## config.mk

```make
export PLATFORM = sky130hd
export DESIGN_NAME = sync_serial_port_regs
export DESIGN_NICKNAME = d
export VERILOG_FILES = /design/src/design/sync_serial_port_pkg.sv /design/src/design/baud_divider.sv /design/src/design/sync_serial_port_regs.sv
export VERILOG_INCLUDE_DIRS = /design/src /design/src/design
export SDC_FILE = /design/constraint.sdc
export NUM_CORES = 1
export LEC_CHECK = 0
export BUFFER_PORTS_ARGS = -buffer_cell sky130_fd_sc_hd__buf_2
export CAP_MARGIN = 20
export CORE_AREA = 2 2 97 99
export CTS_CLUSTER_DIAMETER = 150
export DETAILED_ROUTE_END_ITERATION = 16
export DIE_AREA = 0 0 99 101
export PLACE_DENSITY = 0.74
export SETUP_SLACK_MARGIN = 0.2
export SLEW_MARGIN = 5
export SYNTH_ARGS = -nofsm -noshare
export SYNTH_HDL_FRONTEND = slang
export SYNTH_SLANG_ARGS = --single-unit
```

## constraint.sdc

```tcl
create_clock -name hclk -period 4.7 [get_ports hclk]
set_clock_uncertainty 0.1 [all_clocks]
set_input_delay 0.94 -clock hclk [delete_from_list [all_inputs] [get_ports hclk]]
set_output_delay 0.94 -clock hclk [all_outputs]
set_load 0.05 [all_outputs]
```

## src/design/sync_serial_port_consts.svh

```systemverilog
// constants for the serial port register slice
`ifndef SYNC_SERIAL_PORT_CONSTS_SVH
`define SYNC_SERIAL_PORT_CONSTS_SVH
// register indices; byte address is four times the index
`define SSP_IDX_BUF      10'h18c
`define SSP_IDX_ADD      10'h18d
`define SSP_IDX_MSK      10'h18e
`define SSP_IDX_STAT     10'h18f
// reset values
`define SSP_RST_BUF      8'h00
`define SSP_RST_ADD      8'h00
`define SSP_RST_MSK      8'hff
`define SSP_RST_STAT     8'h00
// status field positions
`define SSP_STAT_SMP     7
`define SSP_STAT_CKE     6
`define SSP_STAT_DA      5
`define SSP_STAT_P       4
`define SSP_STAT_S       3
`define SSP_STAT_RW      2
`define SSP_STAT_UA      1
`define SSP_STAT_BF      0
// serial clock period is (n + 1) * 4 oscillator periods
`define SSP_CLK_MULT     4
`define SSP_MIN_DIVIDER  8'h03
// ahb transfer type
`define AHB_HTRANS_NSEQ  2'h2
`endif

```

## src/design/sync_serial_port_pkg.sv

```systemverilog
// types shared by the serial port register slice
package sync_serial_port_pkg;
  // operating mode reported by the port control logic
  typedef enum logic [2:0] {
    mode_spi_host     = 3'h0,
    mode_spi_client   = 3'h1,
    mode_i2c_host     = 3'h3,
    mode_i2c_client7  = 3'h2,
    mode_i2c_client10 = 3'h6,
    mode_off          = 3'h4
  } port_mode_t;
  // which 10-bit address byte the client is matching
  typedef enum logic {
    addr_byte_high = 1'b0,
    addr_byte_low  = 1'b1
  } addr_byte_t;
endpackage

```

## src/design/baud_divider.sv

```systemverilog
// serial clock divider producing half-period and full-period pulses
`timescale 1ns/1ns
`include "sync_serial_port_consts.svh"
module baud_divider #(
  parameter int DIV_W = 8
) (
  input  wire logic             hclk,
  input  wire logic             hresetn,
  input  wire logic             run,
  input  wire logic [DIV_W-1:0] divider,
  output logic                  half_tick,
  output logic                  period_tick
);
  localparam int CW = DIV_W + 2;
  localparam int HALF = `SSP_CLK_MULT / 2;

  logic [CW-1:0] count;
  logic [CW-1:0] half_len;
  logic          phase;

  // half period is (n + 1) * 2 oscillator cycles
  assign half_len = CW'((32'(divider) + 32'd1) * 32'(HALF) - 32'd1);

  always_ff @(posedge hclk or negedge hresetn) begin
    if (!hresetn) begin
      count <= '0;
      phase <= 1'b0;
      half_tick <= 1'b0;
      period_tick <= 1'b0;
    end else if (!run) begin
      count <= '0;
      phase <= 1'b0;
      half_tick <= 1'b0;
      period_tick <= 1'b0;
    end else if (count >= half_len) begin
      count <= '0;
      phase <= ~phase;
      half_tick <= 1'b1;
      period_tick <= phase;
    end else begin
      count <= count + CW'(1);
      half_tick <= 1'b0;
      period_tick <= 1'b0;
    end
  end
endmodule

```

## src/design/sync_serial_port_regs.sv

```systemverilog
// register slice of the synchronous serial port with its ahb-lite slave
//
// Overview of operation
// - eight-bit read/write data buffer: writes feed transmit, reads return the last received or written byte
// - host modes: serial clock period is (n + 1) * 4 oscillator periods
// - 10-bit client high byte: register bits 2:1 are address bits 9:8
// - 10-bit client low byte: all eight register bits are address bits 7:0
// - 7-bit client: register bits 7:1 are the address, bit 0 ignored
// - client: set mask bits 7:1 enable compare of that bit; mask resets to ones
// - mask bit 0 applies only in 10-bit client mode
// - spi host: sample-phase 1 samples at end, 0 at middle
// - i2c: sample-phase 1 disables slew control, 0 enables it
// - spi: clock-edge 1 shifts on active-to-idle, 0 on idle-to-active
// - i2c: clock-edge bit enables smbus input thresholds
// - i2c client: data/address flag is 1 after data, 0 after address
// - i2c: stop flag set when stop was the last bus condition
// - i2c: start flag set when start was the last bus condition
// - i2c client: direction bit 1 read, 0 write
// - i2c host: direction bit is 1 while a transmission runs
// - update-address bit driven only in 10-bit client mode
// - update-address bit set when software must reload the own address
// - i2c transmit: buffer-full holds until written byte is sent or the buffer is read
// - receive: buffer-full set on a received byte, cleared by software read
//
// Register access over AHB-Lite was decided locally.
`timescale 1ns/1ns
`include "sync_serial_port_consts.svh"
module sync_serial_port_regs #(
  parameter int DATA_W = 8
) (
  input  wire logic                             hclk,
  input  wire logic                             hresetn,
  input  wire logic                             hsel,
  input  wire logic [31:0]                      haddr,
  input  wire logic [1:0]                       htrans,
  input  wire logic                             hwrite,
  input  wire logic [2:0]                       hsize,
  input  wire logic [31:0]                      hwdata,
  input  wire logic                             hready,
  output logic                                  hreadyout,
  output logic                                  hresp,
  output logic [31:0]                           hrdata,
  input  wire sync_serial_port_pkg::port_mode_t mode,
  input  wire logic                             host_busy,
  output logic [DATA_W-1:0]                     tx_byte,
  output logic                                  tx_load,
  input  wire logic                             tx_sent,
  input  wire logic                             rx_valid,
  input  wire logic [DATA_W-1:0]                rx_byte,
  input  wire logic                             byte_done,
  input  wire logic                             byte_was_data,
  input  wire logic                             start_seen,
  input  wire logic                             stop_seen,
  input  wire logic                             addr_match_seen,
  input  wire logic                             rx_rw,
  input  wire sync_serial_port_pkg::addr_byte_t addr_byte_sel,
  input  wire logic [DATA_W-1:0]                rx_addr,
  output logic                                  addr_match,
  input  wire logic                             update_addr_req,
  output logic                                  sclk_half_tick,
  output logic                                  sclk_period_tick,
  output logic                                  sample_at_end,
  output logic                                  shift_active_to_idle,
  output logic                                  slew_ctrl_enable,
  output logic                                  smbus_inputs
);
  import sync_serial_port_pkg::*;

  // ------------------------------------------------------------
  // mode decode
  // ------------------------------------------------------------
  logic is_spi;
  logic is_i2c;
  logic is_client;
  logic is_host;

  assign is_spi = (mode == mode_spi_host) || (mode == mode_spi_client);
  assign is_client = (mode == mode_i2c_client7) || (mode == mode_i2c_client10);
  assign is_i2c = is_client || (mode == mode_i2c_host);
  assign is_host = (mode == mode_spi_host) || (mode == mode_i2c_host);

  // ------------------------------------------------------------
  // ahb-lite address phase
  // ------------------------------------------------------------
  logic       req;
  logic [9:0] idx;
  logic       wr_pend;
  logic [9:0] wr_idx;
  logic       hit_buf;
  logic       hit_add;
  logic       hit_msk;
  logic       hit_stat;
  logic       rd_buf;
  logic       wr_buf;
  logic       wr_add;
  logic       wr_msk;
  logic       wr_stat;

  assign req = hsel && hready && (htrans == `AHB_HTRANS_NSEQ);
  assign idx = haddr[11:2];
  assign hreadyout = 1'b1;
  assign hresp = 1'b0;

  always_ff @(posedge hclk or negedge hresetn) begin
    if (!hresetn) begin
      wr_pend <= 1'b0;
      wr_idx <= 10'h000;
    end else begin
      wr_pend <= req && hwrite;
      wr_idx <= idx;
    end
  end

  // write strobes act in the data phase when hwdata stands
  assign wr_buf = wr_pend && (wr_idx == `SSP_IDX_BUF);
  assign wr_add = wr_pend && (wr_idx == `SSP_IDX_ADD);
  assign wr_msk = wr_pend && (wr_idx == `SSP_IDX_MSK);
  assign wr_stat = wr_pend && (wr_idx == `SSP_IDX_STAT);
  assign hit_buf = (idx == `SSP_IDX_BUF);
  assign hit_add = (idx == `SSP_IDX_ADD);
  assign hit_msk = (idx == `SSP_IDX_MSK);
  assign hit_stat = (idx == `SSP_IDX_STAT);
  assign rd_buf = req && !hwrite && hit_buf;

  // ------------------------------------------------------------
  // data buffer
  // ------------------------------------------------------------
  logic [DATA_W-1:0] data_buf;

  always_ff @(posedge hclk or negedge hresetn) begin
    if (!hresetn) begin
      data_buf <= DATA_W'(`SSP_RST_BUF);
    end else if (rx_valid) begin
      data_buf <= rx_byte;
    end else if (wr_buf) begin
      data_buf <= hwdata[DATA_W-1:0];
    end
  end

  always_ff @(posedge hclk or negedge hresetn) begin
    if (!hresetn) begin
      tx_byte <= DATA_W'(`SSP_RST_BUF);
      tx_load <= 1'b0;
    end else begin
      tx_load <= wr_buf;
      if (wr_buf) begin
        tx_byte <= hwdata[DATA_W-1:0];
      end
    end
  end

  // ------------------------------------------------------------
  // divider / own address and mask
  // ------------------------------------------------------------
  logic [DATA_W-1:0] own_addr;
  logic [DATA_W-1:0] addr_mask;

  always_ff @(posedge hclk or negedge hresetn) begin
    if (!hresetn) begin
      own_addr <= DATA_W'(`SSP_RST_ADD);
    end else if (wr_add) begin
      own_addr <= hwdata[DATA_W-1:0];
    end
  end

  always_ff @(posedge hclk or negedge hresetn) begin
    if (!hresetn) begin
      addr_mask <= DATA_W'(`SSP_RST_MSK);
    end else if (wr_msk) begin
      addr_mask <= hwdata[DATA_W-1:0];
    end
  end

  // values below 3 are unsupported in host modes and are used as given
  baud_divider #(
    .DIV_W (DATA_W)
  ) u_baud (
    .hclk        (hclk),
    .hresetn     (hresetn),
    .run         (is_host && host_busy),
    .divider     (own_addr),
    .half_tick   (sclk_half_tick),
    .period_tick (sclk_period_tick)
  );

  // ------------------------------------------------------------
  // address match
  // ------------------------------------------------------------
  logic [DATA_W-1:0] bit_ok;
  logic              match7;
  logic              match_hi;
  logic              match_lo;

  // a bit matches when equal or when its mask bit is clear
  assign bit_ok = ~(rx_addr ^ own_addr) | ~addr_mask;
  assign match7 = &bit_ok[7:1];
  assign match_hi = &bit_ok[2:1];
  assign match_lo = &bit_ok[7:0];

  always_comb begin
    addr_match = 1'b0;
    if (mode == mode_i2c_client7) begin
      addr_match = match7;
    end else if (mode == mode_i2c_client10) begin
      if (addr_byte_sel == addr_byte_high) begin
        addr_match = match_hi;
      end else begin
        addr_match = match_lo;
      end
    end
  end

  // ------------------------------------------------------------
  // status control bits
  // ------------------------------------------------------------
  logic sample_phase_select;
  logic cke;

  always_ff @(posedge hclk or negedge hresetn) begin
    if (!hresetn) begin
      sample_phase_select <= 1'(`SSP_RST_STAT >> `SSP_STAT_SMP);
      cke <= 1'(`SSP_RST_STAT >> `SSP_STAT_CKE);
    end else if (wr_stat) begin
      sample_phase_select <= hwdata[`SSP_STAT_SMP];
      cke <= hwdata[`SSP_STAT_CKE];
    end
  end

  // the spi client mode ignores sample phase; software keeps it clear
  assign sample_at_end = (mode == mode_spi_host) && sample_phase_select;
  assign slew_ctrl_enable = is_i2c && !sample_phase_select;
  assign shift_active_to_idle = is_spi && cke;
  assign smbus_inputs = is_i2c && cke;

  // ------------------------------------------------------------
  // status flags
  // ------------------------------------------------------------
  logic da_flag;
  logic stop_flag;
  logic start_flag;
  logic rw_latch;
  logic ua_flag;
  logic bf_flag;
  logic rw_bit;

  always_ff @(posedge hclk or negedge hresetn) begin
    if (!hresetn) begin
      da_flag <= 1'b0;
    end else if (is_client && byte_done) begin
      da_flag <= byte_was_data;
    end
  end

  always_ff @(posedge hclk or negedge hresetn) begin
    if (!hresetn) begin
      stop_flag <= 1'b0;
      start_flag <= 1'b0;
    end else if (!is_i2c) begin
      stop_flag <= 1'b0;
      start_flag <= 1'b0;
    end else if (stop_seen) begin
      stop_flag <= 1'b1;
      start_flag <= 1'b0;
    end else if (start_seen) begin
      start_flag <= 1'b1;
      stop_flag <= 1'b0;
    end
  end

  always_ff @(posedge hclk or negedge hresetn) begin
    if (!hresetn) begin
      rw_latch <= 1'b0;
    end else if (is_client && addr_match_seen) begin
      rw_latch <= rx_rw;
    end
  end

  always_comb begin
    rw_bit = 1'b0;
    if (is_client) begin
      rw_bit = rw_latch;
    end else if (mode == mode_i2c_host) begin
      rw_bit = host_busy;
    end
  end

  // hardware request wins over the clearing write of a new address
  always_ff @(posedge hclk or negedge hresetn) begin
    if (!hresetn) begin
      ua_flag <= 1'b0;
    end else if (mode != mode_i2c_client10) begin
      ua_flag <= 1'b0;
    end else if (update_addr_req) begin
      ua_flag <= 1'b1;
    end else if (wr_add) begin
      ua_flag <= 1'b0;
    end
  end

  // set events win over the clearing read or completion
  always_ff @(posedge hclk or negedge hresetn) begin
    if (!hresetn) begin
      bf_flag <= 1'b0;
    end else if (rx_valid) begin
      bf_flag <= 1'b1;
    end else if (wr_buf && is_i2c) begin
      bf_flag <= 1'b1;
    end else if (tx_sent && is_i2c) begin
      bf_flag <= 1'b0;
    end else if (rd_buf) begin
      bf_flag <= 1'b0;
    end
  end

  // ------------------------------------------------------------
  // read data
  // ------------------------------------------------------------
  logic [7:0] status_word;

  always_comb begin
    status_word = 8'h00;
    status_word[`SSP_STAT_SMP] = sample_phase_select;
    status_word[`SSP_STAT_CKE] = cke;
    status_word[`SSP_STAT_DA] = is_client && da_flag;
    status_word[`SSP_STAT_P] = stop_flag;
    status_word[`SSP_STAT_S] = start_flag;
    status_word[`SSP_STAT_RW] = rw_bit;
    status_word[`SSP_STAT_UA] = ua_flag;
    status_word[`SSP_STAT_BF] = bf_flag;
  end

  always_ff @(posedge hclk or negedge hresetn) begin
    if (!hresetn) begin
      hrdata <= 32'h0000_0000;
    end else if (req && !hwrite) begin
      if (hit_buf) begin
        hrdata <= {24'h00_0000, data_buf};
      end else if (hit_add) begin
        hrdata <= {24'h00_0000, own_addr};
      end else if (hit_msk) begin
        hrdata <= {24'h00_0000, addr_mask};
      end else if (hit_stat) begin
        hrdata <= {24'h00_0000, status_word};
      end else begin
        hrdata <= 32'h0000_0000;
      end
    end
  end
endmodule

```

==> reports/qor.csv, run 1 <==
stage,metric,value,unit
run,drv_cap,0,
clock_tree,root_buffer,clkbuf_8,
clock_tree,clk-insertion-delay-late,0.35,ns
power,p_per_area,300.5,nW/µm²
critical_path,critPathMostFrequentCell,buf_2,
cells_and_area,nets,580,
power,p_switching,391.4,µW
power,clkPwrFrac,37.5,%
die,coreArea,8977,µm²
synthesis,yosys.area.top_type,dfrtp_1,
timing,hold_viol_final,0,
power,vdd_drop_max,0.1627,mV
run_status,status,completed,
die,dieArea,9999,µm²
place,dp_hpwl,6991,µm
synthesis,ys_ff_latch,73,
cells_and_area,synthToLayoutAreaGrowth,14.30,%
route,drc,0,
synthesis,synthFlopType,dfrtp_1,
place,portBuffers,78,
timing,max_freq,0.3112,GHz
power,combPwrFrac,13.3,%
timing,worst-slew-pin-transition,0.9071,ns
route,drt-vias-per-instance,5.277,
cells_and_area,nFillCells,825,
route,drtIter0Drc,207,
global_routing,grt_remaining_overflow,0,
die,dieWidth,99,µm
critical_path,reg2reg_from,own_addr[0],
die,num_rows,35,
timing,finalCritPeriodShare,68.36,%
cells_and_area,diodes,0,
timing,rsz0062_at_grt,false,
global_routing,antenna_found_initial,0,
clock_tree,hold_buffers,0,
global_routing,gr-usage-all-layers,18.73,%
timing,period_needed,3.213,ns
clock_tree,clk_transition_reported_paths,0.08,ns
global_routing,grt_max_degree,40,
synthesis,syn_area_per_cell,10.09,µm²
global_routing,grt_pass1_vias,2943,
route,vias,3066,
min_path,hold_start,tx_byte[6],
critical_path,cp_max_fo,8,
timing,relSlewSlack,39.53,%
clock_tree,ctsResizeCount,0,
critical_path,cpPeakStageDelay,0.49,ns
synthesis,synth_top_cell_area_share,41.04,%
synthesis,synthTopCellsByArea,"dfrtp_1 41%, mux2_2 6.3%, nand2_1 5.8%",
synthesis,synth_area,3964,µm²
die,die_y,101,µm
clock_tree,cts.sinks,73,
power,total_leakage_power,0.002098,µW
synthesis,syn_inst,393,
route,routed_wl,9120,µm
clock_tree,cts_setup_buffers,0,
critical_path,cp-startpoint,mode[1],
synthesis,ys_seq_area_share,46.34,%
clock_tree,cts_made_buffers,9,
timing,setup_viol,0,
cells_and_area,fin_cells,581,
critical_path,cp_slowest_cell,nor2b_1,
timing,finalMaxSlewViolations,0,
power,swShare,28.75,%
critical_path,cp.required,3.66,ns
clock_tree,cts_tree,done,
timing,tns,0,ns
place,finalWeightedCongestion,0.8820,
die,boundaryPins,154,
critical_path,worstSetupEndpointType,output port,
critical_path,crit_arrival,2.17,ns
power,p_seq_share,49.2,%
critical_path,critPathKind,in -> out,
global_routing,grt_first_pass_wirelength,14690,µm
power,p_int,970.2,µW
synthesis,synth-async-reset-ratio,100.0,%
synthesis,yosysUniqueCellTypes,54,
cells_and_area,drive_above_1_share,27.87,%
synthesis,ys.warnings.count,0,
critical_path,crit_chain,buf_2 > nor2b_1 > nand2_1 > nor2_1 > buf_2,
clock_tree,htree_levels,3,
critical_path,start_kind,input pin,
clock_tree,clk_path_buf_depth,2,
route,firstDrtPassIters,4,
min_path,hold_path_class,reg -> reg,
route,drtAntennaViolNets,0,
place,placed_cells_incl_taps,565,
route,post_drt_wl_per_cell,15.70,µm
synthesis,synth_edf_count,0,
die,start_util,44.15,%
[worst paths after layout]
kind | endpoint | slack, ns | depth (start not counted)
worst max-delay path | addr_match | 1.49 | 5
worst min-delay path | tx_byte[6] | 0.38 | 2
worst max register to register | u_baud.phase | 1.51 | 11
worst min register to register | tx_byte[6] | 0.38 | 2
max in group asynchronous | addr_mask[4] | 2.87 | 2
min in group asynchronous | wr_idx[6] | 0.62 | 1
[registers in the layout (all words and copies together), names as in the netlist, 8 cells and up]
signal,count
own_addr,8
addr_mask,8
u_baud.count,10
wr_idx,10
data_buf,8
tx_byte,8
hrdata,8
[power by group through the flow]
stage / registers [µW] / clock network [µW] / logic (µW)
global placement: 681 / 0 / 177
floorplan: 672 / 0 / 143
detailed placement: 683 / 0 / 180
global route: 674 / 551 / 197
CTS: 670 / 520 / 181
finish: 670 / 511 / 181
[cell type report]
cell class | instances | area [µm²] | share of cell area [%]
Clock buffer | 11 | 141.4 | 3.121
Clock inverter | 5 | 62.56 | 1.381
Inverter | 12 | 45.04 | 0.9942
Multi-Input combinational cell | 289 | 1901 | 41.95
Sequential cell | 73 | 1837 | 40.54
Tap cell | 111 | 138.9 | 3.065
Timing Repair Buffer | 80 | 405.4 | 8.948
[metrics by stage]
step	hold slack, ns	utilization [%]	instance area [µm²]	setup slack, ns	total power (µW)
CTS	0.3843	50.47	4531	1.475	1372
finish	0.3810	50.47	4531	1.487	1362
global placement	0.3556	48.20	4327	1.474	858.6
detailed placement	0.3571	48.20	4327	1.479	862.8
floorplan	0.3615	-	4054	0.9166	814.9
global route	0.4074	50.47	4531	1.294	1422
[routing by layer]
metal	part of all wire [%]	GRT usage, %	up-vias	routed length [µm]
met4	1.1	4.847	0	101
met5	0	0	-	0
li1	-	-	1471	-
met2	47	29.73	114	4283
met1	45	25.52	1472	4101
met3	7.0	5.062	9	634
[kinds of logic (layout without fill, tap and decap cells)]
family | Yosys count | after routing | synth area share [%]
and+or+nand+nor | 147 | 147 | 19.54
DFF | 73 | 73 | 46.34
AOI/OAI and AO/OA | 56 | 56 | 10.16
buffers and inverters | 55 | 108 | 7.986
muxes | 25 | 25 | 7.008
xor gates and xnor gates | 24 | 24 | 5.303
adders and majority gates | 11 | 11 | 3.472
other | 2 | 26 | 0.1895
[Yosys cell counts, types with 4 or more instances]
cell type,instances
nor2b_1,5
nand2_1,61
a22oi_1,4
o2111ai_1,6
nor3b_1,4
a2bb2oi_1,8
clkbuf_1,11
dfrtp_1,65
ha_1,11
o21ai_0,4
o211ai_1,4
nor2_1,21
buf_4,26
inv_1,12
xnor2_1,12
dfstp_2,8
a21oi_1,8
xor2_1,12
nand2b_1,6
mux2_2,22
nand3b_1,6
nor3_1,15
nand3_1,5
a31oi_1,11
buf_2,4
[worst max-delay path: cells and delay by family]
| kind | cells | cell delay (ns) |
|---|---|---|
| buf+inv | 2 | 0.45 |
| simple gates | 3 | 0.78 |
[placed cells by master (no fill, tap or decap), types with 3 or more instances in the layout]
| cell | netlist | final |
|---|---|---|
| buf_2 | 4 | 78 |
| dfrtp_1 | 65 | 65 |
| nand2_1 | 61 | 61 |
| conb_1 | 2 | 26 |
| mux2_2 | 22 | 22 |
| nor2_1 | 21 | 21 |
| nor3_1 | 15 | 15 |
| xnor2_1 | 12 | 12 |
| inv_1 | 12 | 12 |
| xor2_1 | 12 | 12 |
| a31oi_1 | 11 | 11 |
| ha_1 | 11 | 11 |
| clkbuf_8 | 0 | 10 |
| a21oi_1 | 8 | 8 |
| a2bb2oi_1 | 8 | 8 |
| dfstp_2 | 8 | 8 |
| nand3b_1 | 6 | 6 |
| nand2b_1 | 6 | 6 |
| o2111ai_1 | 6 | 6 |
| nand3_1 | 5 | 5 |
| nor2b_1 | 5 | 5 |
| nor3b_1 | 4 | 4 |
| o21ai_0 | 4 | 4 |
| o211ai_1 | 4 | 4 |
| a22oi_1 | 4 | 4 |
| nand4_1 | 3 | 3 |
| and3_1 | 3 | 3 |
| nand4b_1 | 3 | 3 |
| mux2i_1 | 3 | 3 |
(Power assumes the default switching activity.)
==> inputs of run 2 (changes only) <==
CORE_AREA = 2 2 98 100   (was 2 2 97 99)
DIE_AREA = 0 0 100 102   (was 0 0 99 101)
PLACE_DENSITY = 0.75   (was 0.74)
clock period = 2.65 ns   (was 4.7 ns; I/O delays follow)
==> reports/qor.csv, run 2 (same netlist as run 1, synthesis figures left out) <==
stage,metric,value,unit,change
route,post_drt_wl_per_cell,16.30,µm,+3.8%
route,drt-vias-per-instance,5.379,,+1.9%
global_routing,grt_first_pass_wirelength,15460,µm,+5.3%
timing,period_needed,2.602,ns,
route,drtAntennaViolNets,0,,unchanged
clock_tree,clk_path_buf_depth,2,,unchanged
critical_path,cpPeakStageDelay,0.41,ns,-0.08 ns
global_routing,gr-usage-all-layers,19.34,%,+0.62 points
route,drc,0,,unchanged
critical_path,worstSetupEndpointType,flip-flop,,
critical_path,cp_slowest_cell,dfrtp_1,,
clock_tree,cts_tree,done,,
route,routed_wl,9666,µm,+6.0%
cells_and_area,final_core_util,52.32,%,+1.9 points
cells_and_area,diodes,0,,unchanged
critical_path,r2r-end,u_baud.phase,,
power,total_leakage_power,0.002185,µW,+4.1%
die,start_util,43.52,%,-0.64 points
global_routing,grt_pass1_vias,3204,,+8.9%
route,vias,3190,,+4.0%
place,portBuffers,78,,unchanged
place,dp_hpwl,7294,µm,+4.3%
die,coreArea,9109,µm²,+1.5%
cells_and_area,synthToLayoutAreaGrowth,20.23,%,
global_routing,antenna_found_initial,0,,unchanged
timing,setup_viol,0,,unchanged
route,drtIter0Drc,165,,-20%
clock_tree,cts_made_buffers,9,,unchanged
clock_tree,clk_transition_reported_paths,0.08,ns,about the same
critical_path,critPathKind,reg -> reg,,
cells_and_area,final_common_cell,buf_2,,
cells_and_area,nets,592,,+2.1%
timing,rsz0062_at_grt,true,,
critical_path,cp_max_fo,6,,-2
clock_tree,hold_buffers,0,,unchanged
cells_and_area,nFillCells,827,,+0.24%
die,boundaryPins,154,,unchanged
run_status,status,completed,,
cells_and_area,reg_top3,"u_baud.count (10), wr_idx (10)",,
cells_and_area,multi_input_area,2038,µm²,+7.2%
timing,worst-slew-pin-transition,0.7111,ns,-0.1960 ns
cells_and_area,final-seq-area,1838,µm²,about the same
critical_path,path_depth,10,,+5
clock_tree,htree_levels,3,,unchanged
critical_path,rrSetupSlack,0.05,ns,-1.46 ns
clock_tree,root_buffer,clkbuf_8,,
critical_path,cp.required,2.78,ns,-0.88 ns
timing,hold_viol_final,0,,unchanged
power,vdd_drop_max,0.3645,mV,+120%
timing,hold_slack,0.02464,ns,-0.3564 ns
critical_path,crit_arrival,2.73,ns,+0.56 ns
die,dieArea,10200,µm²,+2.0%
critical_path,worst-path-buf-inv,0,,-2
timing,finalCritPeriodShare,98.19,%,
min_path,hold_path_class,in -> async,,
global_routing,grt_max_degree,32,,-20%
route,firstDrtPassIters,5,,+1
critical_path,reg2reg_from,own_addr[0],,
run,drv_cap,0,,unchanged
clock_tree,clk-insertion-delay-late,0.36,ns,about the same
die,num_rows,35,,unchanged
global_routing,grt_remaining_overflow,0,,unchanged
die,die_y,102,µm,+0.99%
critical_path,crit_chain,ha_4 > or2_2 > a21oi_2 > o21ai_2 > xor2_1 > ha_1 > nand2_1 > o22ai_2 > a2bb2oi_4 > mux2_4,,
die,dieWidth,100,µm,+1.0%
timing,finalMaxSlewViolations,0,,unchanged
cells_and_area,final_cell_mix,"77 x buf_2, 64 x dfrtp_1, 61 x nand2_1",,
critical_path,cp_top_family,compound AO/OA/AOI/OAI gates,,
timing,relSlewSlack,52.45,%,+13 points
timing,max_freq,0.3843,GHz,
power,p_per_area,496.0,nW/µm²,+65%
cells_and_area,drive_above_1_share,34.44,%,+6.6 points
critical_path,worst-r2r-cell-count,10,,-1
critical_path,start_kind,flip-flop,,
clock_tree,cts.sinks,73,,unchanged
place,finalWeightedCongestion,0.8416,,-4.6%
-- run 2: through the flow --
step                      total power (µW)  worst slack [ns]  cells  TNS [ns]  cell area (µm²)
after global routing                  2445          -0.08369    593   -0.6639             4766
final                                 2364           0.04789    593         0             4766
after floorplan                       1451            0.2057    417         0             4103
after global placement                1542           0.07845    574         0             4444
after detailed placement              1552           0.02935    574         0             4444
after CTS                             2370           0.01456    591         0             4691
-- run 2: worst max path at each step --
stage                 from         endpoint  slack, ns
2_1_floorplan  own_addr[0]     u_baud.phase       0.21
3_3_place_gp   own_addr[1]     u_baud.phase       0.08
3_5_place_dp   own_addr[1]     u_baud.phase       0.03
4_1_cts        own_addr[0]     u_baud.phase       0.01
5_1_grt        own_addr[0]  u_baud.count[9]      -0.08
6_report       own_addr[0]     u_baud.phase       0.05
-- run 2: what timing repair did --
item | in CTS | in global routing
endpoints found under the setup margin | 14 | 14
setup buffers | 1 | 2
cloned | 0 | 0
pin swaps | 6 | 6
resized for setup | 10 | 13
-- run 2: metal layers --
layer  vias to the layer above  GRT usage (%)  share of wire [%]
li1                       1496              -                  -
met1                      1555          24.90                 44
met2                       121          32.90                 48
met3                        18          4.788                6.0
met4                         0          5.163                1.7
met5                         -              0                  0
-- run 2: final cells by class --
type | instances | area share, %
Multi-Input combinational cell | 289 | 42.77
Sequential cell | 73 | 38.57
Timing Repair Buffer | 92 | 10.95
Clock buffer | 12 | 3.255
Tap cell | 111 | 2.914
Inverter | 12 | 0.9451
Clock inverter | 4 | 0.6038
-- run 2: where the power goes --
part	internal [µW]	leakage (µW)	switching [µW]
Combinational	123	0.00123	241
Sequential	1150	0.000868	29.5
Clock	391	0.0000886	428
